--- src/rtl/i2cw_defines.svh ---
/*
 Byte and bit counts, field positions and fixed values for the configuration write path.
 Assumes inclusion by bare name from the design files.
*/
`ifndef I2CW_DEFINES_SVH
`define I2CW_DEFINES_SVH
`define I2CW_ADDR_HI 4'h7
`define I2CW_OPC_WRITE 3'h3
`define I2CW_CMD_BYTES 3'h4
`define I2CW_DATA_BYTES 3'h4
`define I2CW_OPC_MSB 2
`define I2CW_PSEL_HI_BIT 0
`define I2CW_PSEL_LO_BIT 7
`define I2CW_BE_MSB 5
`define I2CW_BE_LSB 2
`define I2CW_AHI_MSB 1
`define I2CW_LAST_BIT 3'h7
`endif

--- src/rtl/i2cw_pkg.sv ---
/*
 Types shared by the configuration write path.
 Assumes the defines header is compiled alongside.
*/
package i2cw_pkg;
	typedef struct packed {
		logic [1:0] port;
		logic [11:0] addr;
		logic [3:0] be;
		logic [31:0] data;
	} i2cw_wr_type;
	typedef enum logic [5:0] {
		I2CW_IDLE = 6'h01,
		I2CW_ADDR = 6'h02,
		I2CW_CMD = 6'h04,
		I2CW_DATA = 6'h08,
		I2CW_ACK = 6'h10,
		I2CW_SKIP = 6'h20
	} i2cw_state_type;
endpackage

--- src/rtl/i2cw_sync.sv ---
/*
 Two-flop synchroniser for a bus of levels.
 Assumes inputs are asynchronous to core_clk_i.
*/
`timescale 1ns/1ps
module i2cw_sync #(
	parameter int WIDTH = 1
) (
	input wire logic core_clk_i,
	input wire logic rst_n_i,
	input wire logic [WIDTH-1:0] async_i,
	output logic [WIDTH-1:0] sync_o
);
	logic [WIDTH-1:0] meta_reg;
	logic [WIDTH-1:0] sync_reg;
	always_ff @(posedge core_clk_i or negedge rst_n_i)
	begin
		if (!rst_n_i)
		begin
			meta_reg <= {WIDTH{1'b1}};
			sync_reg <= {WIDTH{1'b1}};
		end
		else
		begin
			meta_reg <= async_i;
			sync_reg <= meta_reg;
		end
	end
	assign sync_o = sync_reg;
endmodule

--- src/rtl/i2cw_top.sv ---
/*
 I2C target write path: address phase, four command bytes, four data bytes, one
 register write strobe out. Assumes SCL and SDA are open-drain pins resolved
 outside, SCL far slower than core_clk_i, and straps static after reset.
*/
`timescale 1ns/1ps
`include "i2cw_defines.svh"
module i2cw_top (
	input wire logic core_clk_i,
	input wire logic rst_n_i,
	input wire logic scl_i,
	input wire logic sda_i,
	output logic sda_o,
	output logic sda_oe_n_o,
	input wire logic [2:0] addr_strap_i,
	output logic wr_valid_o,
	output i2cw_pkg::i2cw_wr_type wr_o,
	output logic [3:0] wr_port_sel_o,
	output logic busy_o
);
	// ============================================================
	// Input synchronisation and edge detection
	logic [4:0] sync_w;
	i2cw_sync #(.WIDTH(5)) u_sync (
		.core_clk_i(core_clk_i),
		.rst_n_i(rst_n_i),
		.async_i({addr_strap_i, scl_i, sda_i}),
		.sync_o(sync_w)
	);
	wire scl_s = sync_w[1];
	wire sda_s = sync_w[0];
	wire [2:0] strap_s = sync_w[4:2];
	logic scl_d_reg;
	logic sda_d_reg;
	always_ff @(posedge core_clk_i or negedge rst_n_i)
	begin
		if (!rst_n_i)
		begin
			scl_d_reg <= 1'b1;
			sda_d_reg <= 1'b1;
		end
		else
		begin
			scl_d_reg <= scl_s;
			sda_d_reg <= sda_s;
		end
	end
	wire scl_rise = scl_s & ~scl_d_reg;
	wire scl_fall = ~scl_s & scl_d_reg;
	wire start_det = scl_s & scl_d_reg & sda_d_reg & ~sda_s;
	wire stop_det = scl_s & scl_d_reg & ~sda_d_reg & sda_s;

	// ============================================================
	// Byte framing state
	i2cw_pkg::i2cw_state_type state_reg;
	i2cw_pkg::i2cw_state_type state_next;
	i2cw_pkg::i2cw_state_type after_ack_reg;
	i2cw_pkg::i2cw_state_type after_ack_next;
	logic [7:0] shift_reg;
	logic [2:0] bit_reg;
	logic [2:0] cnt_reg;
	logic [2:0] cnt_next;
	logic [7:0] cmd0_reg;
	logic [7:0] cmd1_reg;
	logic [7:0] cmd2_reg;
	logic [7:0] cmd3_reg;
	logic [31:0] data_reg;
	logic ack_drive_reg;
	logic ack_drive_next;
	logic commit_reg;
	logic commit_next;
	logic wr_valid_reg;
	i2cw_pkg::i2cw_wr_type wr_reg;

	wire [7:0] byte_w = {shift_reg[6:0], sda_s};
	wire last_bit = scl_rise && (bit_reg == `I2CW_LAST_BIT);
	wire addr_hit = (byte_w[7:1] == {`I2CW_ADDR_HI, strap_s}) && !byte_w[0];

	wire op_ok = (cmd0_reg[`I2CW_OPC_MSB:0] == `I2CW_OPC_WRITE);
	wire [1:0] port_w = {cmd1_reg[`I2CW_PSEL_HI_BIT], cmd2_reg[`I2CW_PSEL_LO_BIT]};
	wire [3:0] be_w = cmd2_reg[`I2CW_BE_MSB:`I2CW_BE_LSB];
	wire [11:0] addr_w = {cmd2_reg[`I2CW_AHI_MSB:0], cmd3_reg, 2'b00};

	always_comb
	begin
		state_next = state_reg;
		after_ack_next = after_ack_reg;
		cnt_next = cnt_reg;
		ack_drive_next = ack_drive_reg;
		commit_next = 1'b0;
		case (state_reg)
			i2cw_pkg::I2CW_IDLE:
			begin
			end
			i2cw_pkg::I2CW_ADDR:
			begin
				if (last_bit)
				begin
					if (addr_hit)
					begin
						state_next = i2cw_pkg::I2CW_ACK;
						after_ack_next = i2cw_pkg::I2CW_CMD;
						cnt_next = 3'h0;
					end
					else
					begin
						state_next = i2cw_pkg::I2CW_IDLE;
					end
				end
			end
			i2cw_pkg::I2CW_CMD:
			begin
				if (last_bit)
				begin
					state_next = i2cw_pkg::I2CW_ACK;
					if (cnt_reg == `I2CW_CMD_BYTES - 3'h1)
					begin
						after_ack_next = i2cw_pkg::I2CW_DATA;
						cnt_next = 3'h0;
					end
					else
					begin
						after_ack_next = i2cw_pkg::I2CW_CMD;
						cnt_next = cnt_reg + 3'h1;
					end
				end
			end
			i2cw_pkg::I2CW_DATA:
			begin
				if (last_bit)
				begin
					state_next = i2cw_pkg::I2CW_ACK;
					if (cnt_reg == `I2CW_DATA_BYTES - 3'h1)
					begin
						after_ack_next = i2cw_pkg::I2CW_SKIP;
					end
					else
					begin
						after_ack_next = i2cw_pkg::I2CW_DATA;
						cnt_next = cnt_reg + 3'h1;
					end
				end
			end
			i2cw_pkg::I2CW_ACK:
			begin
				// SDA is pulled and released only on SCL falls, so the ack can never look like a START.
				if (scl_fall && ack_drive_reg)
				begin
					state_next = after_ack_reg;
					ack_drive_next = 1'b0;
					// Commit once, after fourth data ack
					commit_next = op_ok && (after_ack_reg == i2cw_pkg::I2CW_SKIP);
				end
				else if (scl_fall)
				begin
					ack_drive_next = 1'b1;
				end
			end
			i2cw_pkg::I2CW_SKIP:
			begin
				// Surplus bytes are not acted on and see NAK by releasing SDA.
			end
			default:
			begin
				state_next = i2cw_pkg::I2CW_IDLE;
			end
		endcase
		// STOP or repeated START ends the packet
		if (start_det)
		begin
			state_next = i2cw_pkg::I2CW_ADDR;
			ack_drive_next = 1'b0;
			commit_next = 1'b0;
		end
		else if (stop_det)
		begin
			state_next = i2cw_pkg::I2CW_IDLE;
			ack_drive_next = 1'b0;
			commit_next = 1'b0;
		end
	end

	// ============================================================
	// Registers
	always_ff @(posedge core_clk_i or negedge rst_n_i)
	begin
		if (!rst_n_i)
		begin
			state_reg <= i2cw_pkg::I2CW_IDLE;
			after_ack_reg <= i2cw_pkg::I2CW_IDLE;
			cnt_reg <= 3'h0;
			ack_drive_reg <= 1'b0;
			commit_reg <= 1'b0;
		end
		else
		begin
			state_reg <= state_next;
			after_ack_reg <= after_ack_next;
			cnt_reg <= cnt_next;
			ack_drive_reg <= ack_drive_next;
			commit_reg <= commit_next;
		end
	end

	wire bit_clr = start_det | (state_reg == i2cw_pkg::I2CW_ACK);
	always_ff @(posedge core_clk_i or negedge rst_n_i)
	begin
		if (!rst_n_i)
		begin
			shift_reg <= 8'h00;
			bit_reg <= 3'h0;
		end
		else if (bit_clr)
		begin
			bit_reg <= 3'h0;
		end
		else if (scl_rise)
		begin
			shift_reg <= byte_w;
			bit_reg <= bit_reg + 3'h1;
		end
	end

	wire cmd_take = last_bit && (state_reg == i2cw_pkg::I2CW_CMD);
	always_ff @(posedge core_clk_i or negedge rst_n_i)
	begin
		if (!rst_n_i)
		begin
			cmd0_reg <= 8'h00;
			cmd1_reg <= 8'h00;
			cmd2_reg <= 8'h00;
			cmd3_reg <= 8'h00;
		end
		else if (cmd_take)
		begin
			cmd0_reg <= (cnt_reg == 3'h0) ? byte_w : cmd0_reg;
			cmd1_reg <= (cnt_reg == 3'h1) ? byte_w : cmd1_reg;
			cmd2_reg <= (cnt_reg == 3'h2) ? byte_w : cmd2_reg;
			cmd3_reg <= (cnt_reg == 3'h3) ? byte_w : cmd3_reg;
		end
	end

	// Data shifts in most significant byte first
	wire data_take = last_bit && (state_reg == i2cw_pkg::I2CW_DATA);
	always_ff @(posedge core_clk_i or negedge rst_n_i)
	begin
		if (!rst_n_i)
		begin
			data_reg <= 32'h0000_0000;
		end
		else if (data_take)
		begin
			data_reg <= {data_reg[23:0], byte_w};
		end
	end

	// The strobe waits for the ack clock to end, so a STOP cannot cut a write half done.
	wire fire = commit_reg;
	logic pend_reg;
	always_ff @(posedge core_clk_i or negedge rst_n_i)
	begin
		if (!rst_n_i)
		begin
			pend_reg <= 1'b0;
			wr_valid_reg <= 1'b0;
			wr_reg <= '0;
		end
		else
		begin
			// Invalid opcode never reaches the strobe
			pend_reg <= fire;
			wr_valid_reg <= pend_reg;
			if (pend_reg)
			begin
				wr_reg <= '{port: port_w, addr: addr_w, be: be_w, data: data_reg};
			end
		end
	end

	// ============================================================
	// Outputs
	assign sda_o = 1'b0;
	assign sda_oe_n_o = ~ack_drive_reg;
	assign wr_valid_o = wr_valid_reg;
	assign wr_o = wr_reg;
	assign wr_port_sel_o = wr_valid_reg ? (4'h1 << wr_reg.port) : 4'h0;
	assign busy_o = (state_reg != i2cw_pkg::I2CW_IDLE);
endmodule

--- config.mk ---
export PLATFORM = sky130hd
export DESIGN_NAME = i2cw_top
export DESIGN_NICKNAME = d
export VERILOG_FILES = /design/src/rtl/i2cw_pkg.sv /design/src/rtl/i2cw_sync.sv /design/src/rtl/i2cw_top.sv
export VERILOG_INCLUDE_DIRS = /design/src /design/src/rtl
export SDC_FILE = /design/constraint.sdc
export NUM_CORES = 1
export LEC_CHECK = 0
export ABC_AREA = 0
export BUFFER_PORTS_ARGS = -buffer_cell sky130_fd_sc_hd__buf_2
export CAP_MARGIN = 20
export CORE_MARGIN = 3
export CORE_UTILIZATION = 45
export DETAILED_ROUTE_END_ITERATION = 12
export PLACE_DENSITY = 0.63
export SKIP_LAST_GASP = 1
export SLEW_MARGIN = 10
export SYNTH_ARGS = -nofsm -noshare
export SYNTH_HDL_FRONTEND = slang
export SYNTH_SLANG_ARGS = --single-unit
--- constraint.sdc ---
create_clock -name core_clk_i -period 1.8 [get_ports core_clk_i]
set_input_delay 0.27 -clock core_clk_i [delete_from_list [all_inputs] [get_ports core_clk_i]]
set_output_delay 0.27 -clock core_clk_i [all_outputs]
set_load 0.005 [all_outputs]
Word-level counts from Yosys, hierarchy flattened --
Index checks and enable logic that the tools add are counted.
Storage, ports and cells: logic and storage cells 118, flip-flop bits (word level) 141, input port bits 7, output and inout bits 58
Cells by class: $add $sub $neg 2, eq/ne operators 23, mux-type cells 33, reduce and logical (&&, ||, !) cells 23, shift-type cells 1, bitwise gates (word level) 14
Operators with widths (count):
- 2-to-1 mux 6 bit | 10
- 2-to-1 mux 3 bit | 8
- one-hot mux 6 bit (4 select lines) | 1
- one-hot mux 6 bit (3 select lines) | 1
- equality test 6 bit (second input constant) | 2
- AND reduction 2 bit | 6
- != test 2 bit (second input constant) | 5
- equality test 3 x 2 -> 1 bit (second input constant) | 3
- 2-to-1 mux 1 bit | 9
- one-hot mux 3 bit (3 select lines) | 1
- 2-to-1 mux 4 bit | 2
- != test 4 bit (second input constant) | 2
- bitwise AND 1 bit | 7
- equality test 7 x 6 -> 1 bit | 1
- adder 3 x 1 -> 3 bit (second input constant) | 2
- equality test 6 x 1 -> 1 bit (second input constant) | 1
- equality test 6 x 2 -> 1 bit (second input constant) | 1
- equality test 6 x 3 -> 1 bit (second input constant) | 1
- equality test 6 x 4 -> 1 bit (second input constant) | 1
- equality test 6 x 5 -> 1 bit (second input constant) | 1
- logical AND 1 bit | 6
- != test 6 x 1 -> 1 bit (second input constant) | 1
- NOT 1 bit | 6
- AND reduction 6 bit | 1
- other kinds (15) | 17

Logic depth before layout (Yosys ltp) --
depth in word-level cells 7, gate-level depth with buffers 8, mapped depth without buffers 6

By module --
From an unflattened synthesis, not the netlist that was laid out.
Unflattened totals: cell total of the unflattened synthesis 384, area total of the unflattened synthesis 5549.1 um2
By module, submodules not included:
- i2cw_top | cells each 374, sequential area each 3208.1 um2, instances 1, area each 5286.3 um2
- i2cw_sync | cells each 10, sequential area each 262.8 um2, instances 1, area each 262.8 um2

Worst setup path before layout --
OpenSTA, ideal clock, no wires.
kind register to register, start point reg u_sync.sync_reg[1], in the netlist u_sync.sync_o[1], end point reg cnt_reg[0], cell stages (with the launch flop) 8, slack -0.148 ns, data required time 1.675 ns, arrival 1.823 ns, cells stage by stage dfstp_2 -> buf_4 -> and2b_1 -> and2_1 -> buf_2 -> nand2_1 -> or3b_1 -> mux2_2
On the way: longest elaborated chain between the ends 4
RTL lines:
- from (decl) | line i2cw_sync.sv:15 | logic [WIDTH-1:0] sync_reg;
- from (signal assigned) | line i2cw_sync.sv:21 | sync_reg <= {WIDTH{1'b1}};
- from (signal assigned) | line i2cw_sync.sv:26 | sync_reg <= meta_reg;
- bitwise AND 1 bit (*) | line i2cw_top.sv:48 | wire scl_rise = scl_s & ~scl_d_reg;
- logical AND 1 bit (*) | line i2cw_top.sv:76 | wire last_bit = scl_rise && (bit_reg == `I2CW_LAST_BIT);
- != test 2 bit (no line)
- AND reduction 6 bit (no line) (*)
- to (signal assigned) | line i2cw_top.sv:199 | cnt_reg <= cnt_next;
- to (decl) | line i2cw_top.sv:61 | logic [2:0] cnt_reg;
Every way passes the cells marked *; elsewhere a longest branch is shown, timed or not. A chain may end at the register's enable or synchronous reset.

Worst setup path after layout --
start point reg state_reg[2], end point out busy_o
On the way: longest elaborated chain between the ends 1
RTL lines:
- from (decl) | line i2cw_top.sv:55 | i2cw_pkg::i2cw_state_type state_reg;
- from (signal assigned) | line i2cw_top.sv:189 | state_reg <= i2cw_pkg::I2CW_IDLE;
- from (signal assigned) | line i2cw_top.sv:197 | state_reg <= state_next;
- != test 6 x 1 -> 1 bit | line i2cw_top.sv:287 | assign busy_o = (state_reg != i2cw_pkg::I2CW_IDLE);
- to (decl) | line i2cw_top.sv:19 | output logic busy_o
Every way passes these cells.

==> impl_metrics.json <==
{
  "status": "finished, violations left",
  "violations": "negative setup slack",
  "cts-buffers-inserted": 17,
  "skew_ns": 0.01169,
  "grt_pass1_vias": 3482,
  "die_h_um": 116.8,
  "io_buffer_count": 61,
  "gp_congestion": 0.8304,
  "area_growth_pct": 30.55,
  "floorplan.initialDensity_pct": 47.15,
  "num_rows": 39,
  "ir_worst_vdd_uv": 764.0,
  "synth_top_area_share_pct": 56.20,
  "grt_pass1_wl_mm": 17.60,
  "hold_viol_final": 0,
  "synth-edff-count": 0,
  "fill_cells": 891,
  "postSynthCellCount": 374,
  "htreeDepth": 4,
  "synthArstFlopShare_pct": 100.0,
  "cts_root_buf": "clkbuf_16",
  "holdCritPathClass": "reg2reg",
  "yosysWarnings": 0,
  "cp_max_fo": 2,
  "path_class": "reg2out",
  "synth_area_leader_cell": "dfrtp_1",
  "syn_area_sq_um": 5522,
  "clock.fmax_mhz": 475.6,
  "hpwl_mm": 6.958,
  "final-max-slew-violation-count": 0,
  "grt_max_degree": 50,
  "grt.total_usage_pct": 17.08,
  "drv_cap": 0,
  "fin_ws_ns": -0.3027,
  "routedWlPerCell_um": 16.83,
  "rsz0062_at_grt": "true",
  "clkSinkCount": 138,
  "startpoint_type": "flip-flop",
  "nNetsFinal": 508,
  "finalCritPeriodShare_pct": 116.8,
  "grt_overflow": 0,
  "drive_above_1_share_pct": 57.14,
  "endpoint_kind": "primary output",
  "layout.cells.most_common": "dfrtp_1",
  "p_leak_nw": 3.750,
  "cts_buffer_depth": 2,
  "drt_wl_total_mm": 10.89,
  "final_cell_area_sq_um": 7208,
  "synth_flop_cell": "dfrtp_1",
  "drc": 0,
  "largest_register_ffs": 48,
  "clk_latency_ns": 0.41,
  "ant_nets": 0,
  "yosys_register_bits": 138,
  "fp.dieW_um": 116.8,
  "synth_cell_types": 48,
  "place_area_sq_um": 6282,
  "avgViaCountPerCell": 5.193,
  "io_pins": 65,
  "vias": 3360,
  "finalSetupViolations": 16,
  "period_needed_ns": 2.103,
  "clkSlewWorstSetupHoldPaths_ns": 0.06,
  "dr.pass1.iters": 4,
  "antenna_found_initial": 0,
  "syn-mean-instance-area_sq_um": 14.76,
  "powerDensity_nw_per_um2": 1030,
  "drt-initial-drc-count": 159,
  "dieArea_sq_um": 13640,
  "final_cell_mix": "123 x dfrtp_1, 107 x mux2_2, 59 x buf_2, 36 x buf_4, 17 x clkbuf_16",
  "setup_tns_ns": -1.559,
  "cts_tree": "yes",
  "diodes": 0,
  "critical_path_arrival_ns": 1.83,
  "synth_area_leaders": "dfrtp_1 56%, mux2_2 22%, dfstp_2 6.7%",
  "yosysSeqAreaShare_pct": 62.86,
  "crit_required_ns": 1.53,
  "core_area_sq_um": 11710
}
[where the power goes]
| group | total, mW | internal (mW) | leakage (nW) | switching (mW) |
|---|---|---|---|---|
| Clock | 3.38 | 2.17 | 0.285 | 1.21 |
| Combinational | 0.729 | 0.358 | 1.61 | 0.371 |
| Sequential | 3.32 | 3.24 | 1.86 | 0.0859 |
[kinds of logic (layout without fill, tap and decap cells)]
kind of cell	after synthesis	after routing	share of synthesized area [%]
other cells	1	3	0.06792
mux	108	108	22.03
simple gates	56	56	5.937
compound gates	30	30	4.034
fa+ha+maj	8	8	1.813
flops	138	138	62.86
buf+inv	27	155	2.311
xor+xnor	6	6	0.9517
[critical path, stage by stage, from the launching register on]
cell and delay, ns:
dfrtp_1 0.38, or3_4 0.41, or4b_4 0.50, buf_6 0.13
[final cells by class]
class                   count  area, sq um  share of cell area, %
clock inverters             7        91.34                  1.267
well taps                 143        178.9                  2.482
inverters                  10        37.54                 0.5207
multi-input cells         211         2081                  28.87
flip-flops and latches    138         3472                  48.17
repair buffers            115        859.6                  11.93
clock buffers              23        488.0                  6.770
[stage by stage]
step	power (mW)	setup slack, ns	instances	util [%]	hold WS [ns]
2_1_floorplan	3.655	-0.05917	376	-	-0.02559
3_3_place_gp	3.966	-0.07417	599	53.64	0.2461
3_5_place_dp	3.985	-0.07952	599	53.64	0.2501
4_1_cts	7.460	-0.2961	643	60.62	0.3503
5_1_grt	7.723	-0.3344	647	61.55	0.3564
6_report	7.427	-0.3027	647	61.55	0.3483
[timing repair]
action | 4_1_cts | 5_1_grt
pin swaps | 5 | 13
hold buffers | 6 | 0
setup buffers | 6 | 5
resized for setup | 18 | 20
gates cloned | 2 | 0
setup endpoints to repair | 48 | 32
hold endpoints to repair | 42 | 0
[worst paths after layout]
path	startpoint	endpoint	slack, ns	cells past startpoint
worst max-delay path	state_reg[2]	busy_o	-0.30	3
worst min-delay path	commit_reg	pend_reg	0.35	0
worst max register to register	state_reg[2]	state_reg[2]	-0.12	8
worst min register to register	commit_reg	pend_reg	0.35	0
max in group asynchronous	rst_n_i	u_sync.sync_o[4]	0.78	3
min in group asynchronous	rst_n_i	data_reg[30]	0.36	2
[cells in the mapped netlist, types with 2 or more instances]
| cell | n |
|---|---|
| a21oi_1 | 3 |
| and3_1 | 6 |
| buf_2 | 6 |
| inv_1 | 10 |
| ha_1 | 8 |
| dfstp_2 | 14 |
| xor2_1 | 5 |
| dfrtp_1 | 124 |
| nand2_1 | 13 |
| nor3_2 | 2 |
| a22oi_1 | 2 |
| o21ai_0 | 9 |
| mux2_2 | 108 |
| buf_4 | 5 |
| a22o_2 | 3 |
| nor2_1 | 14 |
| nor3_1 | 3 |
| nand3_1 | 5 |
| clkbuf_1 | 5 |
[layer usage]
| metal | global-route usage [%] | share of wire (%) | wire length, um | vias to the layer above |
|---|---|---|---|---|
| met5 | 0 | 0 | 0 | - |
| met4 | 5.581 | 1.1 | 119 | 0 |
| met3 | 5.758 | 4.1 | 451 | 9 |
| met2 | 27.68 | 51 | 5524 | 52 |
| met1 | 21.75 | 44 | 4791 | 1741 |
| li1 | - | - | - | 1558 |
(Power assumes the default switching activity.)
